$ cat config.mk
export PLATFORM = sky130hd
export DESIGN_NAME = lre_evaluator
export DESIGN_NICKNAME = d
export VERILOG_FILES = /design/src/include/lre_pkg.sv /design/src/hw/lre_evaluator.sv /design/src/hw/lre_rung_mem.sv
export VERILOG_INCLUDE_DIRS = /design/src /design/src/include
export SDC_FILE = /design/constraint.sdc
export NUM_CORES = 2
export LEC_CHECK = 0
export ABC_CLOCK_PERIOD_IN_PS = 5000
export BUFFER_PORTS_ARGS = -buffer_cell sky130_fd_sc_hd__clkbuf_2
export CORE_MARGIN = 2
export CORE_UTILIZATION = 30
export CTS_BUF_LIST = sky130_fd_sc_hd__clkbuf_4 sky130_fd_sc_hd__clkbuf_8 sky130_fd_sc_hd__clkbuf_16
export DETAILED_ROUTE_END_ITERATION = 12
export PLACE_DENSITY_LB_ADDON = 0.15
export SYNTH_ARGS = -nofsm -noshare
export SYNTH_HDL_FRONTEND = slang
export SYNTH_SLANG_ARGS = --single-unit
$ cat constraint.sdc
create_clock -name i_sys_clk -period 5 [get_ports i_sys_clk]
set_input_delay 0.5 -clock i_sys_clk [delete_from_list [all_inputs] [get_ports i_sys_clk]]
set_output_delay 0.5 -clock i_sys_clk [all_outputs]
set_load 0.01 [all_outputs]
$ cat src/include/lre_defines.svh
// constants for the ladder rung action evaluator
`ifndef LRE_DEFINES_SVH
`define LRE_DEFINES_SVH
// register word addresses on the plain port
`define LRE_ADDR_RUNG_LAST 8'h1D
`define LRE_ADDR_CTRL      8'h20
`define LRE_ADDR_STATUS    8'h21
`define LRE_ADDR_MASK      8'h22
`define LRE_ADDR_STATE     8'h23
// status / mask bit positions
`define LRE_ST_JUMP_ERR    0
`define LRE_ST_SCAN_DONE   1
`define LRE_ST_PLC_RESET   2
`define LRE_ST_W           3
// control bit positions and reset value
`define LRE_CTRL_RUN       0
`define LRE_CTRL_RST_VAL   1'h0
// rung word fields
`define LRE_F_COND_A       31:24
`define LRE_F_LOGIC        23:16
`define LRE_F_COND_B       15:8
`define LRE_F_ACTION       7:0
// rung count
`define LRE_NUM_RUNGS      5'h1E
`define LRE_LAST_RUNG      5'h1D
// logic operators
`define LRE_OP_OR          8'h00
`define LRE_OP_AND         8'h01
`define LRE_OP_XOR         8'h02
`define LRE_OP_NOR         8'h03
// condition codes
`define LRE_C_FALSE        8'h00
`define LRE_C_TRUE         8'h01
`define LRE_C_DIN_LO       8'h32
`define LRE_C_DIN_HI       8'h41
`define LRE_C_CMP_LO       8'h4C
`define LRE_C_CMP_HI       8'h4F
`define LRE_C_TMR_LO       8'h56
`define LRE_C_TMR_HI       8'h59
`define LRE_C_VAR_LO       8'h64
`define LRE_C_VAR_HI       8'h6D
// action codes
`define LRE_A_PRESET_LO    8'h19
`define LRE_A_PRESET_HI    8'h1C
`define LRE_A_TABLE_LO     8'h23
`define LRE_A_TABLE_HI     8'h24
`define LRE_A_VAR_LO       8'h28
`define LRE_A_VAR_HI       8'h31
`define LRE_A_PLC_RESET    8'h45
`define LRE_A_JUMP_LO      8'h46
`define LRE_A_JUMP_HI      8'h63
`define LRE_A_HEATER       8'h96
// preset index that selects zero speed
`define LRE_PRESET_ZERO    4'hF
`endif

$ cat src/include/lre_pkg.sv
// types shared by the ladder rung action evaluator
package lre_pkg;
  typedef enum logic [1:0] {
    LRE_S_IDLE,
    LRE_S_READ,
    LRE_S_EXEC
  } lre_state_t;
endpackage : lre_pkg

$ cat src/hw/lre_evaluator.sv
// ladder rung scanner with logic reset, jumps, heater and index actions
//
// The address-and-strobe port and the register offsets are this design's own decisions.
`timescale 1ns/1ns
`include "lre_defines.svh"

//Contract
// - action 69 expires timers, clears variables
// - actions 70-99 jump to rungs 0-29
// - skipped rungs are not executed
// - backward or same-rung jump flags error
// - action 150 drives heater from condition
// - actions 25-28 form preset index
// - all preset bits set selects zero speed
// - actions 36,35 form table index
// - undriven preset bits read zero
// - rungs run in ascending order
module lre_evaluator (
  // clock and reset
  input  wire logic        i_sys_clk,
  input  wire logic        i_rst_b,
  // register port
  input  wire logic [7:0]  i_addr,
  input  wire logic [31:0] i_wdata,
  input  wire logic        i_wr,
  input  wire logic        i_rd,
  output logic      [31:0] o_rdata,
  // condition sources
  input  wire logic [15:0] i_din,
  input  wire logic [3:0]  i_comp,
  input  wire logic [3:0]  i_timer_done,
  // drive control outputs
  output logic      [3:0]  o_preset_idx,
  output logic             o_zero_speed,
  output logic      [1:0]  o_table_idx,
  output logic             o_heater_en,
  output logic             o_timer_expire,
  output logic             o_irq
);
  import lre_pkg::*;

  // ************************************************************
  // condition evaluation
  // ************************************************************
  function automatic logic lre_cond(input logic [7:0] code,
                                    input logic [15:0] din,
                                    input logic [3:0] cmp,
                                    input logic [3:0] tmr,
                                    input logic [9:0] vars);
    logic [7:0] off;
    off = 8'h0;
    lre_cond = 1'b0;
    if (code == `LRE_C_TRUE) begin
      lre_cond = 1'b1;
    end else if (code >= `LRE_C_DIN_LO && code <= `LRE_C_DIN_HI) begin
      off = code - `LRE_C_DIN_LO;
      lre_cond = din[off[3:0]];
    end else if (code >= `LRE_C_CMP_LO && code <= `LRE_C_CMP_HI) begin
      off = code - `LRE_C_CMP_LO;
      lre_cond = cmp[off[1:0]];
    end else if (code >= `LRE_C_TMR_LO && code <= `LRE_C_TMR_HI) begin
      off = code - `LRE_C_TMR_LO;
      lre_cond = tmr[off[1:0]];
    end else if (code >= `LRE_C_VAR_LO && code <= `LRE_C_VAR_HI) begin
      off = code - `LRE_C_VAR_LO;
      lre_cond = vars[off[3:0]];
    end
  endfunction : lre_cond

  lre_state_t  state_ff;
  lre_state_t  nxt_state;
  logic [4:0]  rung_ff;
  logic [4:0]  nxt_rung;
  logic [9:0]  vars_ff;
  logic [9:0]  nxt_vars;
  logic [3:0]  pacc_ff;
  logic [3:0]  nxt_pacc;
  logic [1:0]  tacc_ff;
  logic [1:0]  nxt_tacc;
  logic [3:0]  nxt_preset_idx;
  logic        nxt_zero_speed;
  logic [1:0]  nxt_table_idx;
  logic        nxt_heater_en;
  logic        nxt_timer_expire;
  logic        ev_jump_err;
  logic        ev_done;
  logic        ev_reset;
  logic [31:0] rung_word;
  logic        cond_a;
  logic        cond_b;
  logic        rung_true;
  logic [7:0]  act;
  logic [7:0]  act_off;
  logic [4:0]  jump_tgt;
  logic        ctrl_run_ff;
  logic        nxt_ctrl_run;
  logic [2:0]  status_ff;
  logic [2:0]  nxt_status;
  logic [2:0]  mask_ff;
  logic [2:0]  nxt_mask;
  logic        nxt_irq;
  logic [31:0] nxt_rdata;
  logic        mem_we;

  // ************************************************************
  // rung store
  // ************************************************************
  assign mem_we = i_wr && (i_addr <= `LRE_ADDR_RUNG_LAST);

  lre_rung_mem u_mem (
    .i_sys_clk (i_sys_clk),
    .i_rst_b   (i_rst_b),
    .i_we      (mem_we),
    .i_waddr   (i_addr[4:0]),
    .i_wdata   (i_wdata),
    .i_raddr   (rung_ff),
    .o_rdata   (rung_word)
  );

  // split the rung word into its four byte fields
  assign cond_a = lre_cond(rung_word[`LRE_F_COND_A], i_din, i_comp,
                           i_timer_done, vars_ff);
  assign cond_b = lre_cond(rung_word[`LRE_F_COND_B], i_din, i_comp,
                           i_timer_done, vars_ff);
  assign act    = rung_word[`LRE_F_ACTION];
  assign act_off = act - `LRE_A_JUMP_LO;
  assign jump_tgt = act_off[4:0];

  always_comb begin
    case (rung_word[`LRE_F_LOGIC])
      `LRE_OP_OR:  rung_true = cond_a | cond_b;
      `LRE_OP_AND: rung_true = cond_a & cond_b;
      `LRE_OP_XOR: rung_true = cond_a ^ cond_b;
      `LRE_OP_NOR: rung_true = ~(cond_a | cond_b);
      default:     rung_true = 1'b0;
    endcase
  end

  // ************************************************************
  // scan engine
  // ************************************************************
  always_comb begin
    logic [7:0] off;
    off              = 8'h0;
    nxt_state        = state_ff;
    nxt_rung         = rung_ff;
    nxt_vars         = vars_ff;
    nxt_pacc         = pacc_ff;
    nxt_tacc         = tacc_ff;
    nxt_preset_idx   = o_preset_idx;
    nxt_zero_speed   = o_zero_speed;
    nxt_table_idx    = o_table_idx;
    nxt_heater_en    = o_heater_en;
    nxt_timer_expire = 1'b0;
    ev_jump_err      = 1'b0;
    ev_done          = 1'b0;
    ev_reset         = 1'b0;
    case (state_ff)
      LRE_S_IDLE: begin
        if (ctrl_run_ff) begin
          // index bits nobody drives this scan stay zero
          nxt_pacc  = 4'h0;
          nxt_tacc  = 2'h0;
          nxt_rung  = 5'h0;
          nxt_state = LRE_S_READ;
        end
      end
      LRE_S_READ: begin
        nxt_state = LRE_S_EXEC;
      end
      LRE_S_EXEC: begin
        nxt_rung = rung_ff + 5'h1;
        if (act >= `LRE_A_VAR_LO && act <= `LRE_A_VAR_HI) begin
          off = act - `LRE_A_VAR_LO;
          nxt_vars[off[3:0]] = rung_true;
        end else if (act >= `LRE_A_PRESET_LO &&
                     act <= `LRE_A_PRESET_HI) begin
          off = act - `LRE_A_PRESET_LO;
          nxt_pacc[off[1:0]] = rung_true;
        end else if (act >= `LRE_A_TABLE_LO &&
                     act <= `LRE_A_TABLE_HI) begin
          off = act - `LRE_A_TABLE_LO;
          nxt_tacc[off[0]] = rung_true;
        end else if (act == `LRE_A_HEATER) begin
          nxt_heater_en = rung_true;
        end else if (act == `LRE_A_PLC_RESET && rung_true) begin
          // comparators live outside and are left alone
          nxt_vars         = 10'h0;
          nxt_timer_expire = 1'b1;
          ev_reset         = 1'b1;
        end else if (act >= `LRE_A_JUMP_LO && act <= `LRE_A_JUMP_HI &&
                     rung_true) begin
          if (jump_tgt > rung_ff) begin
            nxt_rung = jump_tgt;
          end else begin
            ev_jump_err = 1'b1;
          end
        end
        if (nxt_rung == `LRE_NUM_RUNGS) begin
          // preset, zero-speed and table outputs change only once per scan, never mid-scan
          nxt_preset_idx = nxt_pacc;
          nxt_zero_speed = (nxt_pacc == `LRE_PRESET_ZERO);
          nxt_table_idx  = nxt_tacc;
          nxt_rung       = 5'h0;
          ev_done        = 1'b1;
          nxt_state      = LRE_S_IDLE;
        end else begin
          nxt_state = LRE_S_READ;
        end
      end
      default: begin
        nxt_state = LRE_S_IDLE;
      end
    endcase
  end

  always_ff @(posedge i_sys_clk or negedge i_rst_b) begin
    if (!i_rst_b) begin
      state_ff       <= LRE_S_IDLE;
      rung_ff        <= 5'h0;
      vars_ff        <= 10'h0;
      pacc_ff        <= 4'h0;
      tacc_ff        <= 2'h0;
      o_preset_idx   <= 4'h0;
      o_zero_speed   <= 1'b0;
      o_table_idx    <= 2'h0;
      o_heater_en    <= 1'b0;
      o_timer_expire <= 1'b0;
    end else begin
      state_ff       <= nxt_state;
      rung_ff        <= nxt_rung;
      vars_ff        <= nxt_vars;
      pacc_ff        <= nxt_pacc;
      tacc_ff        <= nxt_tacc;
      o_preset_idx   <= nxt_preset_idx;
      o_zero_speed   <= nxt_zero_speed;
      o_table_idx    <= nxt_table_idx;
      o_heater_en    <= nxt_heater_en;
      o_timer_expire <= nxt_timer_expire;
    end
  end

  // ************************************************************
  // registers and interrupt
  // ************************************************************
  always_comb begin
    nxt_ctrl_run = ctrl_run_ff;
    nxt_mask     = mask_ff;
    nxt_rdata    = 32'h0;
    nxt_status   = status_ff;
    if (i_wr && i_addr == `LRE_ADDR_CTRL) begin
      nxt_ctrl_run = i_wdata[`LRE_CTRL_RUN];
    end
    if (i_wr && i_addr == `LRE_ADDR_MASK) begin
      nxt_mask = i_wdata[2:0];
    end
    if (i_wr && i_addr == `LRE_ADDR_STATUS) begin
      nxt_status = status_ff & ~i_wdata[2:0];
    end
    // a new event beats a clear in the same cycle
    nxt_status = nxt_status | {ev_reset, ev_done, ev_jump_err};
    nxt_irq = |(nxt_status & nxt_mask);
    if (i_rd) begin
      case (i_addr)
        `LRE_ADDR_CTRL:   nxt_rdata = {31'h0, ctrl_run_ff};
        `LRE_ADDR_STATUS: nxt_rdata = {29'h0, status_ff};
        `LRE_ADDR_MASK:   nxt_rdata = {29'h0, mask_ff};
        `LRE_ADDR_STATE:  nxt_rdata = {9'h0, rung_ff, vars_ff, o_heater_en,
                                       o_table_idx, o_zero_speed,
                                       o_preset_idx};
        default:          nxt_rdata = 32'h0;
      endcase
    end
  end

  always_ff @(posedge i_sys_clk or negedge i_rst_b) begin
    if (!i_rst_b) begin
      ctrl_run_ff <= `LRE_CTRL_RST_VAL;
      mask_ff     <= 3'h0;
      status_ff   <= 3'h0;
      o_irq       <= 1'b0;
      o_rdata     <= 32'h0;
    end else begin
      ctrl_run_ff <= nxt_ctrl_run;
      mask_ff     <= nxt_mask;
      status_ff   <= nxt_status;
      o_irq       <= nxt_irq;
      o_rdata     <= nxt_rdata;
    end
  end

  // ************************************************************
  // checks
  // ************************************************************
  logic exec_now;
  assign exec_now = (state_ff == LRE_S_EXEC);
  chk_jump_forward: assert property (
    @(posedge i_sys_clk) disable iff (!i_rst_b)
    exec_now && rung_true && act >= `LRE_A_JUMP_LO &&
    act <= `LRE_A_JUMP_HI && jump_tgt > rung_ff
    |=> rung_ff == $past(jump_tgt) && state_ff == LRE_S_READ)
    else $error("forward jump not taken to its target");
  // a refused jump from the last rung ends the scan at rung zero
  chk_jump_error: assert property (
    @(posedge i_sys_clk) disable iff (!i_rst_b)
    exec_now && rung_true && act >= `LRE_A_JUMP_LO &&
    act <= `LRE_A_JUMP_HI && jump_tgt <= rung_ff
    |=> status_ff[`LRE_ST_JUMP_ERR] &&
        (state_ff == LRE_S_IDLE || rung_ff == $past(rung_ff) + 5'h1))
    else $error("backward jump not flagged");
  chk_plc_reset: assert property (
    @(posedge i_sys_clk) disable iff (!i_rst_b)
    exec_now && rung_true && act == `LRE_A_PLC_RESET
    |=> vars_ff == 10'h0 && o_timer_expire ##1 !o_timer_expire)
    else $error("logic reset did not clear state");
  chk_heater_follow: assert property (
    @(posedge i_sys_clk) disable iff (!i_rst_b)
    exec_now && act == `LRE_A_HEATER |=> o_heater_en == $past(rung_true))
    else $error("heater does not follow condition");
  chk_zero_speed: assert property (
    @(posedge i_sys_clk) disable iff (!i_rst_b)
    o_zero_speed == (o_preset_idx == `LRE_PRESET_ZERO))
    else $error("zero speed select mismatch");
  chk_scan_start: assert property (
    @(posedge i_sys_clk) disable iff (!i_rst_b)
    state_ff == LRE_S_IDLE && ctrl_run_ff
    |=> pacc_ff == 4'h0 && tacc_ff == 2'h0 && rung_ff == 5'h0
        ##1 state_ff == LRE_S_EXEC)
    else $error("scan did not start at rung zero");
  chk_rung_order: assert property (
    @(posedge i_sys_clk) disable iff (!i_rst_b)
    exec_now && rung_ff != `LRE_LAST_RUNG &&
    !(act >= `LRE_A_JUMP_LO && act <= `LRE_A_JUMP_HI && rung_true)
    |=> rung_ff == $past(rung_ff) + 5'h1)
    else $error("rung order broken");
  chk_var_set: assert property (
    @(posedge i_sys_clk) disable iff (!i_rst_b)
    exec_now && act == `LRE_A_VAR_LO |=> vars_ff[0] == $past(rung_true))
    else $error("variable A not updated");
endmodule : lre_evaluator

$ cat src/hw/lre_rung_mem.sv
// rung word store, one write port and one registered read port
`timescale 1ns/1ns
`include "lre_defines.svh"
module lre_rung_mem (
  // clock and reset
  input  wire logic        i_sys_clk,
  input  wire logic        i_rst_b,
  // write side
  input  wire logic        i_we,
  input  wire logic [4:0]  i_waddr,
  input  wire logic [31:0] i_wdata,
  // read side
  input  wire logic [4:0]  i_raddr,
  output logic      [31:0] o_rdata
);
  logic [31:0] mem_ff [0:29];
  logic [31:0] nxt_rdata;

  always_comb begin
    nxt_rdata = (i_raddr <= `LRE_LAST_RUNG) ? mem_ff[i_raddr] : 32'h0;
  end

  // reset clears every rung so an unprogrammed rung is a harmless no-op
  always_ff @(posedge i_sys_clk or negedge i_rst_b) begin
    if (!i_rst_b) begin
      for (int k = 0; k < 30; k++) begin
        mem_ff[k] <= 32'h0;
      end
      o_rdata <= 32'h0;
    end else begin
      if (i_we && (i_waddr <= `LRE_LAST_RUNG)) begin
        mem_ff[i_waddr] <= i_wdata;
      end
      o_rdata <= nxt_rdata;
    end
  end
endmodule : lre_rung_mem

==> results.sh <==
export IMPL_outcome="finished clean"
export IMPL_die_area_sq_um=168000
export IMPL_syn_area_sq_um=49400
export IMPL_synth_main_ff_cell="dfrtp_1"
export IMPL_critPathKind="reg2reg"
export IMPL_post_route_util_pct=34.7
export IMPL_multi_input_area_sq_um=21600
export IMPL_grt_start_max_net_pins=122
export IMPL_cp_arrival_ns=4.88
export IMPL_fill_cells=15800
export IMPL_final_common_cell="dfrtp_1"
export IMPL_crit_chain="inv_1, ha_1, mux4_2, mux2i_1, mux2_2, nand2_1, o31ai_1, and2_1, ha_1, nor2b_1, nor3_1, o2111a_1, a31oi_1, o21ai_1, mux2_2"
export IMPL_synth_async_reset_ratio_pct=100
export IMPL_antenna_found_initial=15
export IMPL_ys_types=68
export IMPL_seqCellArea_sq_um=26400
export IMPL_switchingPower_w=0.00802
export IMPL_coreArea_sq_um=163000
export IMPL_p_comb_share_pct=24.5
export IMPL_netSwitchingFraction_pct=32.2
export IMPL_ir_drop_v=0.000443
export IMPL_clk_pin_slew_ns=0.06
export IMPL_path_buf_inv=1
export IMPL_synth_compound_area_share_pct=5.65
export IMPL_dieHeight_um=410
export IMPL_synth_top_area_share_pct=53.5
export IMPL_grt_pass1_vias=31200
export IMPL_rows=148
export IMPL_syn2layout_area_growth_pct=14.8
export IMPL_cts_root_buf="clkbuf_16"
export IMPL_timing_fmax_mhz=235
export IMPL_instances_no_fill=5750
export IMPL_synth_xor_area_share_pct=0.106
export IMPL_cts_resized=0
export IMPL_clk_latency_ns=0.76
export IMPL_synth_top_family_by_area="multiplexers"
export IMPL_worstSetupEndpointType="flip-flop"
export IMPL_required_ns=5.64
export IMPL_max_slew_margin_pct=22.0
export IMPL_drive_above_1_share_pct=42.8
export IMPL_fp_dieW_um=410
export IMPL_crit_fanout=15
export IMPL_synth_edf_count=0
export IMPL_rsz0062_at_grt="no"
export IMPL_layout_common_cells="dfrtp_1, mux2_2, mux2i_1"
export IMPL_synthMuxAreaShare_pct=34.0
export IMPL_dp_slack_ns=0.717
export IMPL_wire_per_inst_um=26.0
export IMPL_clockPowerShare_pct=36.8
export IMPL_seq_area_frac_synth_pct=53.5
export IMPL_num_vias=29800
export IMPL_min_period_ns=4.25
export IMPL_place_hpwl_um=86900
export IMPL_cp_top_family="compound AO/OA/AOI/OAI gates"
export IMPL_synth_area_per_cell_sq_um=14.2
export IMPL_track_usage_pct=17.8
export IMPL_cts_sinks=1055
export IMPL_drt_pass1_iterations=5
export IMPL_cp_start_kind="flip-flop"
export IMPL_post_place_cells=5523
export IMPL_drc=0
export IMPL_ios=110
export IMPL_crit_slowest_cell="dfrtp_1"
export IMPL_power_internal_w=0.0169
export IMPL_finalSetupViolCount=0
export IMPL_place_congestion=0.750
export IMPL_max_cap_violations=0
export IMPL_power_w=0.0249
export IMPL_leakagePower_nw=27.4
export IMPL_grt_pass1_wl_um=222000
export IMPL_clock_skew_final_ns=0.0344
export IMPL_powerDensity_nw_per_um2=439
export IMPL_synth_simple_gate_area_share_pct=2.91
export IMPL_nNetsFinal=3567
export IMPL_fin_ws_ns=0.750
export IMPL_cpPeakStageDelay_ns=0.72
export IMPL_hold_class="in2reg"
export IMPL_tritoncts="built"
export IMPL_start_util_pct=30.3
export IMPL_wl_um=149000
export IMPL_syn_inst=3472
export IMPL_overflow=0
export IMPL_synthAdderAreaFrac_pct=0.709
export IMPL_clockBufferDepth=3
export IMPL_seq_power_share_pct=38.7
export IMPL_fin_tns_setup_ns=0
export IMPL_yosys_area_top_type="dfrtp_1"
export IMPL_cts_made_buffers=119
export IMPL_via_per_inst=5.18
export IMPL_drt_initial_drc_count=1793
export IMPL_slew_viol_final=0
export IMPL_hold_viol=0
export IMPL_synth_area_leaders="dfrtp_1, mux2_2, mux4_2"
export IMPL_htreeDepth=3
export IMPL_worst_slew_pin_slew_ns=1.17
export IMPL_io_buffers=100
export IMPL_final_antenna_net_count=0
export IMPL_ys_warn_count=0
export IMPL_period_share_pct=85.0
export IMPL_synth_seq_cells=1055
metal layers:
metal  up-vias  GRT usage [%]  share of wire (%)
li1      13000              -                  -
met1     16100           25.6                 48
met2       509           28.1                 46
met3       170           2.52                3.8
met4         4           4.38                1.9
met5         -              0              0.015
synth_stat cells, types with 23 or more instances:
library cell and n:
a211o_1 34, a21oi_1 88, buf_1 23, buf_2 102
buf_4 27, clkbuf_1 183, dfrtp_1 1055, ha_1 28
mux2_1 67, mux2_2 876, mux2_4 30, mux2i_1 243
mux4_2 145, nand2_1 42, nor2_1 38, o21ai_0 82
o221ai_1 65, o22ai_1 65, o32ai_1 35, or3_1 40
registers in the layout, summed over array words and instances (netlist names):
signal / flops
o_rdata: 23
o_preset_idx: 4
o_irq: 1
o_timer_expire: 1
rung_ff: 5
o_heater_en: 1
mask_ff: 3
tacc_ff: 2
ctrl_run_ff: 1
status_ff: 3
o_table_idx: 2
u_mem.o_rdata: 32
state_ff: 2
u_mem.mem_ff: 960
vars_ff: 10
pacc_ff: 4
o_zero_speed: 1
final timing paths:
path | endpoint | start | slack, ns | depth (start not counted)
worst max-delay path | o_preset_idx[2] | u_mem.o_rdata[25] | 0.75 | 15
max in group asynchronous | u_mem.mem_ff[687] | i_rst_b | 3.21 | 3
worst min-delay path | ctrl_run_ff | i_wr | 0.28 | 4
min in group asynchronous | o_rdata[12] | i_rst_b | 0.40 | 2
worst max register to register | o_preset_idx[2] | u_mem.o_rdata[25] | 0.75 | 15
worst min register to register | u_mem.mem_ff[942] | u_mem.mem_ff[942] | 0.48 | 1
layout make-up:
cell class | instances | area share [%]
multi-input cells | 2070 | 38.2
clock inverters | 36 | 0.821
inverters | 17 | 0.113
clock buffers | 187 | 6.51
flip-flops and latches | 1055 | 46.6
repair buffers | 208 | 2.98
well taps | 2175 | 4.80
diodes | 2 | 0.00883
kinds of logic (layout without fill, tap and decap cells):
kind of cell / after synthesis / after routing
mux: 1361 / 1361
flops: 1055 / 1055
compound gates: 414 / 414
buf+inv: 355 / 448
simple gates: 252 / 252
fa+ha+maj: 28 / 28
xor+xnor: 6 / 6
other cells: 1 / 11
metrics by stage:
stage	hold WS, ns	cell area (sq um)
floorplan	0.204	49400
detailed placement	0.473	52500
finish	0.281	56700
global placement	0.462	52500
CTS	0.215	56700
global route	0.264	56700
power by group through the flow:
stage	Sequential [W]	Clock [W]	Combinational, W
finish	0.00965	0.00916	0.00609
CTS	0.00965	0.00944	0.00618
floorplan	0.00938	0	0.00410
global placement	0.00980	0	0.00615
detailed placement	0.00981	0	0.00615
global route	0.00973	0.00981	0.00656
worst reg2reg max path, cell delays in order, from the launching register on:
cell and delay, ns:
dfrtp_1 0.72, inv_1 0.15, ha_1 0.39, mux4_2 0.24
mux2i_1 0.07, mux2_2 0.26, nand2_1 0.06, o31ai_1 0.12
and2_1 0.20, ha_1 0.21, nor2b_1 0.14, nor3_1 0.21
o2111a_1 0.29, a31oi_1 0.14, o21ai_1 0.56, mux2_2 0.41
what timing repair did:
item | in CTS | in global routing
endpoints found under the hold margin | 71 | 0
setup endpoints to repair | 0 | 0
hold buffers | 2 | 0
buffers inserted | 0 | 0
Note: power is estimated with default switching activity, not from simulation.
